--- config.mk ---
export PLATFORM = sky130hd
export DESIGN_NAME = dac_serial_frame_receiver
export DESIGN_NICKNAME = d
export VERILOG_FILES = /design/src/frame_rx_pkg.sv /design/src/edge_sync_if.sv /design/src/dac_serial_frame_receiver.sv /design/src/pin_sampler.sv
export SDC_FILE = /design/constraint.sdc
export NUM_CORES = 1
export LEC_CHECK = 0
export BUFFER_PORTS_ARGS = -buffer_cell sky130_fd_sc_hd__buf_2
export CORE_MARGIN = 5
export CORE_UTILIZATION = 25
export CTS_BUF_LIST = sky130_fd_sc_hd__clkbuf_8
export CTS_CLUSTER_DIAMETER = 40
export CTS_CLUSTER_SIZE = 30
export DETAILED_ROUTE_END_ITERATION = 6
export GPL_ROUTABILITY_DRIVEN = 0
export PLACE_DENSITY_LB_ADDON = 0.2
export SYNTH_ARGS = -nofsm -noshare
export SYNTH_HDL_FRONTEND = slang
export SYNTH_SLANG_ARGS = --single-unit
--- constraint.sdc ---
create_clock -name mclk -period 2.4 [get_ports mclk]
set_clock_uncertainty 0.2 [all_clocks]
set_input_delay 0.36 -clock mclk [delete_from_list [all_inputs] [get_ports mclk]]
set_output_delay 0.36 -clock mclk [all_outputs]
set_load 0.01 [all_outputs]
--- src/frame_rx_pkg.sv ---
package frame_rx_pkg;
  localparam int unsigned word_bits = 16;
  localparam int unsigned count_bits = 6;
  localparam logic [5:0] commit_edges = 6'h10;
  localparam logic [5:0] count_max = 6'h3F;
  localparam logic [15:0] word_reset = 16'h0000;
  localparam logic [1:0] sync_reset = 2'h0;
  localparam logic [1:0] sync_idle_reset = 2'h3;
  localparam logic [5:0] count_reset = 6'h00;
endpackage

--- src/edge_sync_if.sv ---
`timescale 1ns/10ps
interface edge_sync_if;
  logic clk_fall;
  logic frame_start;
  logic frame_end;
  logic frame_active;
  logic data_bit;
  modport producer (output clk_fall, output frame_start, output frame_end, output frame_active, output data_bit);
  modport consumer (input clk_fall, input frame_start, input frame_end, input frame_active, input data_bit);
endinterface

--- src/dac_serial_frame_receiver.sv ---
// How it works
// [RL1] While frame sync is low, each falling serial clock edge shifts data into 16 bits.
// [RL2] Frame sync rising after sixteen falling edges commits the word to the converter.
// [RL3] Frame sync rising earlier aborts; the partial word is dropped, converter untouched.
// [RL4] Serial data output carries shifted data only after more than 16 clocks in frame.
// [RL5] Daisy chains wire data output to next data input, sharing clock and sync.
// [RL6] The committed 16-bit word selects mode, power-down and channel values.
// [RL7] After reset the committed word is zero until a valid frame is written.
// [RL8] Data output is the bit leaving the shift register's top, sixteen clocks late.
`timescale 1ns/10ps
module dac_serial_frame_receiver
  import frame_rx_pkg::*;
#(
  parameter int unsigned WORD_W = word_bits
) (
  // Clock and reset
  input wire logic mclk,
  input wire logic rst_n,
  // Serial link pins
  input wire logic sclk,
  input wire logic sync_n,
  input wire logic din,
  output logic dout,
  // Converter side
  output logic [WORD_W-1:0] dac_word,
  output logic dac_update,
  output logic frame_abort
);
  import frame_rx_pkg::*;

  edge_sync_if ev ();

  pin_sampler u_sampler (
    .mclk(mclk),
    .rst_n(rst_n),
    .sclk_pin(sclk),
    .sync_n_pin(sync_n),
    .din_pin(din),
    .ev(ev.producer)
  );

  logic [WORD_W-1:0] shift_q;
  logic [WORD_W-1:0] shift_d;
  logic [WORD_W-1:0] word_q;
  logic [5:0] count_q;
  logic [5:0] count_d;
  logic dout_q;
  logic update_q;
  logic abort_q;

  wire shift_now = ev.frame_active & ev.clk_fall; // RL1
  wire full_frame = count_q >= commit_edges;
  wire commit_now = ev.frame_end & full_frame; // RL2
  wire abort_now = ev.frame_end & ~full_frame; // RL3
  wire past_word = count_q >= commit_edges; // RL4

  assign shift_d = shift_now ? {shift_q[WORD_W-2:0], ev.data_bit} : shift_q; // RL1
  assign count_d = ev.frame_start ? count_reset :
                   (shift_now && count_q != count_max) ? count_q + 6'h01 : count_q;

  always_ff @(posedge mclk or negedge rst_n) begin
    if (!rst_n) begin
      shift_q <= word_reset;
      count_q <= count_reset;
    end else begin
      shift_q <= shift_d;
      count_q <= count_d;
    end
  end

  // Committed word drives mode, power-down and channel codes downstream
  always_ff @(posedge mclk or negedge rst_n) begin
    if (!rst_n) begin
      word_q <= word_reset; // RL7
    end else if (commit_now) begin
      word_q <= shift_q; // RL2 RL6
    end
  end

  // Bit leaving the top of the register, gated until the word is passed
  always_ff @(posedge mclk or negedge rst_n) begin
    if (!rst_n) begin
      dout_q <= 1'b0;
    end else if (!ev.frame_active) begin
      dout_q <= 1'b0;
    end else if (shift_now && past_word) begin
      dout_q <= shift_q[WORD_W-1]; // RL4 RL8 RL5
    end
  end

  always_ff @(posedge mclk or negedge rst_n) begin
    if (!rst_n) begin
      update_q <= 1'b0;
      abort_q <= 1'b0;
    end else begin
      update_q <= commit_now;
      abort_q <= abort_now; // RL3
    end
  end

  assign dout = dout_q;
  assign dac_word = word_q;
  assign dac_update = update_q;
  assign frame_abort = abort_q;
endmodule

--- src/pin_sampler.sv ---
`timescale 1ns/10ps
module pin_sampler
  import frame_rx_pkg::*;
(
  // Clock and reset
  input wire logic mclk,
  input wire logic rst_n,
  // Raw pins
  input wire logic sclk_pin,
  input wire logic sync_n_pin,
  input wire logic din_pin,
  // Sampled events
  edge_sync_if.producer ev
);
  logic [1:0] sclk_sync_q;
  logic [1:0] sync_n_sync_q;
  logic [1:0] din_sync_q;
  logic sclk_prev_q;
  logic sync_n_prev_q;

  always_ff @(posedge mclk or negedge rst_n) begin
    if (!rst_n) begin
      sclk_sync_q <= sync_reset;
      sync_n_sync_q <= sync_idle_reset;
      din_sync_q <= sync_reset;
      sclk_prev_q <= 1'b0;
      sync_n_prev_q <= 1'b1;
    end else begin
      sclk_sync_q <= {sclk_sync_q[0], sclk_pin};
      sync_n_sync_q <= {sync_n_sync_q[0], sync_n_pin};
      din_sync_q <= {din_sync_q[0], din_pin};
      sclk_prev_q <= sclk_sync_q[1];
      sync_n_prev_q <= sync_n_sync_q[1];
    end
  end

  assign ev.clk_fall = sclk_prev_q & ~sclk_sync_q[1];
  assign ev.frame_start = sync_n_prev_q & ~sync_n_sync_q[1];
  assign ev.frame_end = ~sync_n_prev_q & sync_n_sync_q[1];
  assign ev.frame_active = ~sync_n_sync_q[1];
  assign ev.data_bit = din_sync_q[1];
endmodule

* Word level (Yosys, flattened, before mapping)
Index checks and enable logic that the tools add are counted.
Widths: inputs -> output; s select.
** Cells by class
- Add/sub/neg operators :: 1
- $mul :: 0
- Div/mod/pow operators :: 0
- Order comparisons :: 1
- Equality and inequality tests :: 1
- Shift operators :: 0
- Muxes and demuxes :: 4
- Bitwise logic cells :: 10
- Reduce and logical (&&, ||, !) cells :: 4
** Operators by type and width (number)
- $mux 6 :: 2
- $add 6x1->6 const B :: 1
- $and 1x1->1 :: 6
- $ge 6x5->1 const B :: 1
- $ne 6x6->1 const B :: 1
- $not 1->1 :: 4
- $reduce_bool 2->1 :: 2
- $logic_and 1x1->1 :: 2
- $mux 1 :: 2
** Storage, ports and cells
- Flip-flop bits (word level) :: 49
- Bits in latches :: 0
- Bits in writable memories :: 0
- Memory bits (read-only) :: 0
- Input port bits :: 5
- Logic and storage cells :: 32
- Memories :: 0

* Longest topological paths before layout
Gate-level depths: netlist (run 1).
- Word-level depth :: 6
- Depth in mapped cells :: 5
- Mapped depth without buffers :: 4

* Modules after synthesis
Synthesis (run 1) repeated with hierarchy kept, for this count alone.
** Unflattened totals
- Cells, all modules :: 122
- Area total of the unflattened synthesis :: 1861.8 µm²
** By module, submodules not included
- dac_serial_frame_receiver :: times used 1, cells an instance 110, area an instance 1632.8 µm², sequential area each 1026.0 µm²
- pin_sampler :: times used 1, cells an instance 12, area an instance 229.0 µm², sequential area each 203.9 µm²

* Worst setup path before layout (run 1)
OpenSTA, ideal clock, no wires.
- Path kind :: register to register
- Start point :: register u_sampler.sync_n_sync_q[1]
- End point :: register word_q[10] (netlist: dac_word[10])
- Library setup time :: 0.125 ns
- Arrival time :: 1.342 ns
- Path slack :: 0.733 ns
- Cell stages (with the launch flop) :: 5
- Path through :: dfstp_2 > nand2b_1 > nor2_4 > buf_6 > mux2_2
** Between the ends
- Longest elaborated chain between the ends :: 2
** Ends and longest elaborated chain
- start, declared :: RTL line pin_sampler.sv:16 : logic [1:0] sync_n_sync_q;
- start signal, assigned :: RTL line pin_sampler.sv:24 : sync_n_sync_q <= sync_idle_reset;
- start signal, assigned :: RTL line pin_sampler.sv:30 : sync_n_sync_q <= {sync_n_sync_q[0], sync_n_pin};
- $and 1x1->1 :: RTL line pin_sampler.sv:39 : assign ev.frame_end = ~sync_n_prev_q & sync_n_sync_q[1];
- $and 1x1->1 :: RTL line dac_serial_frame_receiver.sv:53 : wire commit_now = ev.frame_end & full_frame;
- via commit_now :: RTL line dac_serial_frame_receiver.sv:53
- end signal, assigned :: RTL line dac_serial_frame_receiver.sv:74 : word_q <= word_reset;
- end signal, assigned :: RTL line dac_serial_frame_receiver.sv:76 : word_q <= shift_q;
- end, declared :: RTL line dac_serial_frame_receiver.sv:44 : logic [WORD_W-1:0] word_q;
The timed path passes the listed nets, and every way through them passes these cells.
A chain may end at the register's enable or synchronous reset.

* Worst setup path in the final report (run 1)
- Start point :: register u_sampler.sync_n_sync_q[1]
- End point :: register word_q[0] (netlist: dac_word[0])
** Between the ends
- Longest elaborated chain between the ends :: 2
** Ends and longest elaborated chain (RTL line)
- $and 1x1->1 :: pin_sampler.sv:39
- $and 1x1->1 :: dac_serial_frame_receiver.sv:53
No other way between the ends.

==> flow_summary_export.csv, run 1 <==
group,metric,value,unit
sta,layout_setup_ws,0.521,ns
placement,portBuffers,23,
placement,place_ws,0.505,ns
clock_tree,clk_pin_slew,0.09,ns
logic_synthesis,yosysWarningCount,0,
logic_synthesis,yosysUniqueCellTypes,30,
logic_synthesis,yosys-top-cells-count,"dfrtp_1, mux2_2, nand2_1",
clock_tree,cts.sinks,49,
floorplan,row_count,31,
sta,finalSetupTns,0,ns
critical_path,reg2reg_to,"dac_word[0]",
power_and_ir_drop,p_leak,0.00112,uW
clock_tree,cts_tree,"yes",
worst_hold_path,hold_end,"u_sampler.sclk_sync_q[1]",
sta,hold_viol,0,
logic_synthesis,synth_largest_area_cell,"dfrtp_1",
layout,syn_to_final_growth,20.0,%
floorplan,fp.dieW,97.0,um
logic_synthesis,synthTopCellsByArea,"dfrtp_1, mux2_2, dfstp_2",
critical_path,r2r_cells,3,
route,drt_pass1_iterations,2,
clock_tree,numCtsBuffers,5,
floorplan,coreArea,0.00733,mm^2
sta,whs,0.144,ns
layout,drive_gt1_share,44.5,%
floorplan,ioPinCount,24,
layout,nFillCells,737,
sta,rsz0062_at_grt,"false",
route,vias,1069,
global_route,grt_pass1_vias,1164,
worst_hold_path,hold_path_class,"flop to flop",
critical_path,cp.required,2.38,ns
logic_synthesis,synth_top_area_share,60.8,%
route,drc,0,
critical_path,path_cells,"nand2b_1 -> nor2_4 -> mux2_2",
sta,max_slew.worst_pin.slew,0.591,ns
layout,diodes,0,
clock_tree,ctsResizeCount,0,
worst_hold_path,min_from,"u_sampler.sclk_sync_q[0]",
sta,fin_crit_sh,78.3,%
floorplan,die_y,97.0,um
critical_path,crit_type,"flop to flop",
layout,finalNetCount,160,
critical_path,startpoint_type,"flop",
clock_tree,cts_setup_buffers,0,
logic_synthesis,synthArstFlopShare,100,%
worst_hold_path,worstHoldPathCells,0,
global_route,grt_overflow,0,
critical_path,endpoint_kind,"flop",
sta,slew_headroom,60.6,%
power_and_ir_drop,p_per_area,728,mW/mm^2
critical_path,arrival,1.85,ns
route,wire_per_inst,12.9,um
route,via_per_inst,4.21,
logic_synthesis,synth-main-ff-cell,"dfrtp_1",
global_route,grt_pass1_wl,5710,um
clock_tree,cts.path.max_buffers,2,
clock_tree,htreeDepth,2,
logic_synthesis,synth_edf_count,0,
critical_path,worst_path_max_delay_cell,"dfstp_2",
route,finalWirelength,3280,um
sta,fmax,532,MHz
logic_synthesis,ys_ff_latch,49,
critical_path,r2r_start,"u_sampler.sync_n_sync_q[1]",
logic_synthesis,avgSynthCellArea,15.5,um^2
logic_synthesis,yosysMostFrequentCell,"dfrtp_1",
job,maxCapViolCount,0,
sta,setup_violations,0,
route,postRouteAntennaNets,0,
clock_tree,clkLatencyLatePin,0.29,ns
logic_synthesis,synth_cells,122,
floorplan,die-area,0.00941,mm^2
clock_tree,root_buffer,"clkbuf_8",
critical_path,critPathMaxStageDelay,0.60,ns
clock_tree,hold_buffers,4,
sta,slew_viol_final,0,
logic_synthesis,synth_nets,128,
placement,hpwl,2340,um
power_and_ir_drop,ir_drop,0.325,mV
run_status,status,"completed",
global_route,grt_antenna_before_repair,0,
critical_path,r2r_setup_slack,0.52,ns
critical_path,path_max_fanout,17,
global_route,grt_max_degree,28,
sta,period_needed,1.88,ns
logic_synthesis,syn_area,0.00189,mm^2
global_route,grt_use_total,7.61,%
logic_synthesis,seq_area_frac_synth,65.0,%
route,drtIter0Drc,36,
floorplan,initial_core_util,25.8,%
-- layout make-up --
cell class | count | area [um^2] | share of cell area [%]
timing repair buffer | 30 | 178 | 7.82
sequential | 49 | 1230 | 54.2
clock inverter | 2 | 33.8 | 1.49
multi-input combinational | 68 | 623 | 27.4
tap | 99 | 124 | 5.45
clock buffer | 6 | 82.6 | 3.64
-- how the worst max path moves through the flow --
stage                     cells after the start            to                       start  slack, ns
after floorplan                               4  dac_word[10]  u_sampler.sync_n_sync_q[1]       0.73
after global placement                        3   dac_word[8]  u_sampler.sync_n_sync_q[1]       0.59
after detailed placement                      3   dac_word[0]  u_sampler.sync_n_sync_q[1]       0.51
after CTS                                     3   dac_word[0]  u_sampler.sync_n_sync_q[1]       0.48
after global routing                          3   dac_word[1]  u_sampler.sync_n_sync_q[1]       0.42
final                                         3   dac_word[0]  u_sampler.sync_n_sync_q[1]       0.52
-- state kept, by name, summed over array words and instances, names as in the netlist --
register,flops
count_q,6
dac_update,1
dac_word,16
dout,1
frame_abort,1
shift_q,16
u_sampler.din_sync_q,2
u_sampler.sclk_prev_q,1
u_sampler.sclk_sync_q,2
u_sampler.sync_n_prev_q,1
u_sampler.sync_n_sync_q,2
-- layout by cell type, fill, tap and decap left out, drive strengths merged --
cell,netlist,layout
dfrtp,46,46
mux2,33,33
buf,4,26
clkbuf,1,6
nand2,5,5
dlygate4sd3,0,4
nand2b,3,3
and2,3,3
nand3,3,3
dfstp,3,3
nor3,2,2
a31oi,2,2
mux2i,2,2
nor2,2,2
nor3b,2,2
a311oi,2,2
nor2b,1,1
and4,1,1
a21oi,1,1
o21a,1,1
a41o,1,1
o311a,1,1
and2b,1,1
o21ai,1,1
ha,1,1
inv,0,1
bufinv,0,1
-- worst max-delay path, delay by kind of cell (launching register included) --
kind	cells	cell delay (ns)
multiplexers	1	0.40
AND/OR/NAND/NOR	2	0.56
flip-flops	1	0.60
-- where the power goes --
part | internal [uW] | total [uW] | switching [uW]
clock network | 335 | 587 | 251
registers | 900 | 950 | 49.7
logic | 68.4 | 117 | 48.6
-- metrics by stage --
stage | total power (uW) | area [um^2] | cells | utilization, %
2_1_floorplan | 1030 | 1890 | 122 | -
3_3_place_gp | 1070 | 2110 | 242 | 28.8
3_5_place_dp | 1080 | 2110 | 242 | 28.8
4_1_cts | 1690 | 2270 | 254 | 31.0
5_1_grt | 1750 | 2270 | 254 | 31.0
6_report | 1650 | 2270 | 254 | 31.0
-- per-layer routing --
layer,vias to the layer above,share of wire (%),GRT usage [%]
met3,7,3.8,2.88
li1,496,-,-
met4,0,2.5,3.67
met2,25,51,12.4
met1,541,43,8.75
met5,-,0,0
-- kinds of logic (layout without fill, tap and decap cells) --
group	Yosys count	after routing	share of synthesized area (%)
AOI/OAI and AO/OA	9	9	3.90
adders and majority gates	1	1	0.661
buffers and inverters	5	38	2.11
DFF	49	49	65.0
muxes	35	35	20.7
and+or+nand+nor	23	23	7.67
No activity file was read; power rests on OpenSTA's default activity.
==> run 2: changes to the inputs <==
==> constraint.sdc (replaced) <==
create_clock -name mclk -period 1.8 [get_ports mclk]
set_clock_uncertainty 0.2 [all_clocks]
set_input_delay 0.27 -clock mclk [delete_from_list [all_inputs] [get_ports mclk]]
set_output_delay 0.27 -clock mclk [all_outputs]
set_load 0.01 [all_outputs]
==> run 2 against run 1 <==
Register-to-register slack worse by 0.36 ns. Sequential cell count unchanged. Clock power up 13%. Utilization up 0.55 points. Global-route usage up 0.14 points. Combinational power up 38%. Worst setup slack worse by 0.36 ns. Die area unchanged. Hold slack better by 0.014 ns. Via count down 1.4%. Critical endpoint is now dac_word[9]. Highest routed layer unchanged.
==> flow_summary_export.csv, run 2 (synthesis results as in run 1) <==
group,metric,value,unit
global_route,grt_antenna_before_repair,0,
layout,final_cell_mix,"dfrtp_1, mux2_2, buf_2, clkbuf_8, nand2_1",
clock_tree,clkLatencyLatePin,0.30,ns
global_route,grt_pass1_vias,1185,
floorplan,die-area,0.00941,mm^2
sta,slew_viol_final,0,
critical_path,startpoint_type,"flop",
power_and_ir_drop,p_per_area,904,mW/mm^2
clock_tree,root_buffer,"clkbuf_8",
route,via_per_inst,4.10,
sta,fmax,609,MHz
clock_tree,numCtsBuffers,5,
layout,diodes,0,
power_and_ir_drop,seq_power_share,60.6,%
global_route,grt_overflow,0,
floorplan,initial_core_util,25.8,%
power_and_ir_drop,power.share.clock,31.7,%
run_status,status,"completed",
global_route,grt_max_degree,29,
floorplan,row_count,31,
route,drc,0,
layout,final_common_cell,"dfrtp_1",
critical_path,crit_type,"flop to flop",
power_and_ir_drop,internal-power,1610,uW
sta,finalSetupTns,0,ns
worst_hold_path,hold_path_class,"flop to flop",
global_route,grt_pass1_wl,5890,um
sta,rsz0062_at_grt,"false",
route,vias,1054,
placement,portBuffers,23,
layout,syn_to_final_growth,22.1,%
placement,hpwl,2330,um
layout,nFillCells,726,
placement,dpl.cell_count,245,
clock_tree,cts.path.max_buffers,2,
sta,whs,0.158,ns
critical_path,arrival,1.62,ns
route,drt_pass1_iterations,3,
power_and_ir_drop,swShare,23.1,%
critical_path,path_max_fanout,17,
layout,finalNetCount,163,
power_and_ir_drop,p_sw,482,uW
sta,slew_headroom,65.4,%
power_and_ir_drop,p_leak,0.00113,uW
sta,hold_viol,0,
sta,period_needed,1.64,ns
global_route,grt_use_total,7.75,%
sta,max_slew.worst_pin.slew,0.518,ns
floorplan,fp.dieW,97.0,um
route,drtIter0Drc,43,
layout,final_util,31.5,%
clock_tree,cts.sinks,49,
route,wire_per_inst,12.7,um
power_and_ir_drop,ir_drop,0.447,mV
critical_path,endpoint_kind,"flop",
job,maxCapViolCount,0,
critical_path,cp.required,1.78,ns
floorplan,coreArea,0.00733,mm^2
clock_tree,clk_pin_slew,0.09,ns
sta,fin_crit_sh,91.2,%
route,postRouteAntennaNets,0,
power_and_ir_drop,combPwrFrac,7.7,%
clock_tree,cts_tree,"yes",
sta,layout_setup_ws,0.159,ns
clock_tree,htreeDepth,2,
route,finalWirelength,3260,um
floorplan,ioPinCount,24,
placement,place_ws,0.140,ns
floorplan,die_y,97.0,um
layout,finalNonFillerCells,257,
layout,drive_gt1_share,46.2,%
sta,setup_violations,0,
==> run 2: cell types whose count changed in the layout (fill, tap and decap cells not counted), sizes merged <==
| cell | delta |
|---|---|
| inv | -1 |
| bufinv | -1 |
| buf | +3 |
| clkinv | +2 |
==> run 2: path summary, 6_finish.rpt <==
check / to / slack [ns] / start / depth (start not counted)
setup reg to reg: dac_word[9] / 0.16 / u_sampler.sync_n_sync_q[1] / 4
setup / recovery: dac_word[9] / 0.16 / u_sampler.sync_n_sync_q[1] / 4
min in group asynchronous: count_q[3] / 0.29 / rst_n / 2
hold reg to reg: u_sampler.sync_n_sync_q[1] / 0.16 / u_sampler.sync_n_sync_q[0] / 0
hold / removal: u_sampler.sync_n_sync_q[1] / 0.16 / u_sampler.sync_n_sync_q[0] / 0
max in group asynchronous: dac_word[11] / 0.58 / rst_n / 3
==> run 2: repair_timing <==
| action | CTS | global route |
|---|---|---|
| hold endpoints to repair | 21 | 0 |
| hold buffers | 4 | 0 |
| buffers inserted | 0 | 0 |
| resized for setup | 0 | 0 |
==> run 2: routing by layer <==
metal	GRT usage, %	vias to the layer above	wire (um)
met3	2.37	6	90
met5	0	-	0
met4	2.92	0	55
met1	9.76	528	1430
li1	-	504	-
met2	12.5	16	1680
==> run 2: final cells by class <==
cell class	instances	area (um^2)	share of cell area (%)
Clock inverter	2	13.8	0.596
Sequential cell	49	1230	53.2
Timing Repair Buffer	33	238	10.3
Clock buffer	6	82.6	3.57
Tap cell	99	124	5.36
Multi-Input combinational cell	68	623	27.0
==> run 2: critical path, stage by stage, from the launching register on <==
cell and delay [ns]:
dfstp_2 0.60, nand2b_1 0.12, nor2_4 0.12, buf_12 0.16, mux2_2 0.34
==> run 2: power by group through the flow <==
stage | sequential (uW) | combinational [uW] | clock, uW
after detailed placement | 1290 | 159 | 0
after floorplan | 1270 | 108 | 0
after global routing | 1280 | 182 | 752
after global placement | 1280 | 150 | 0
after CTS | 1270 | 167 | 701
final | 1270 | 161 | 663
==> run 2: metrics by stage <==
step	power (uW)	area (um^2)
2_1_floorplan	1370	1890
3_3_place_gp	1430	2170
3_5_place_dp	1450	2170
4_1_cts	2140	2310
5_1_grt	2220	2310
6_report	2090	2310
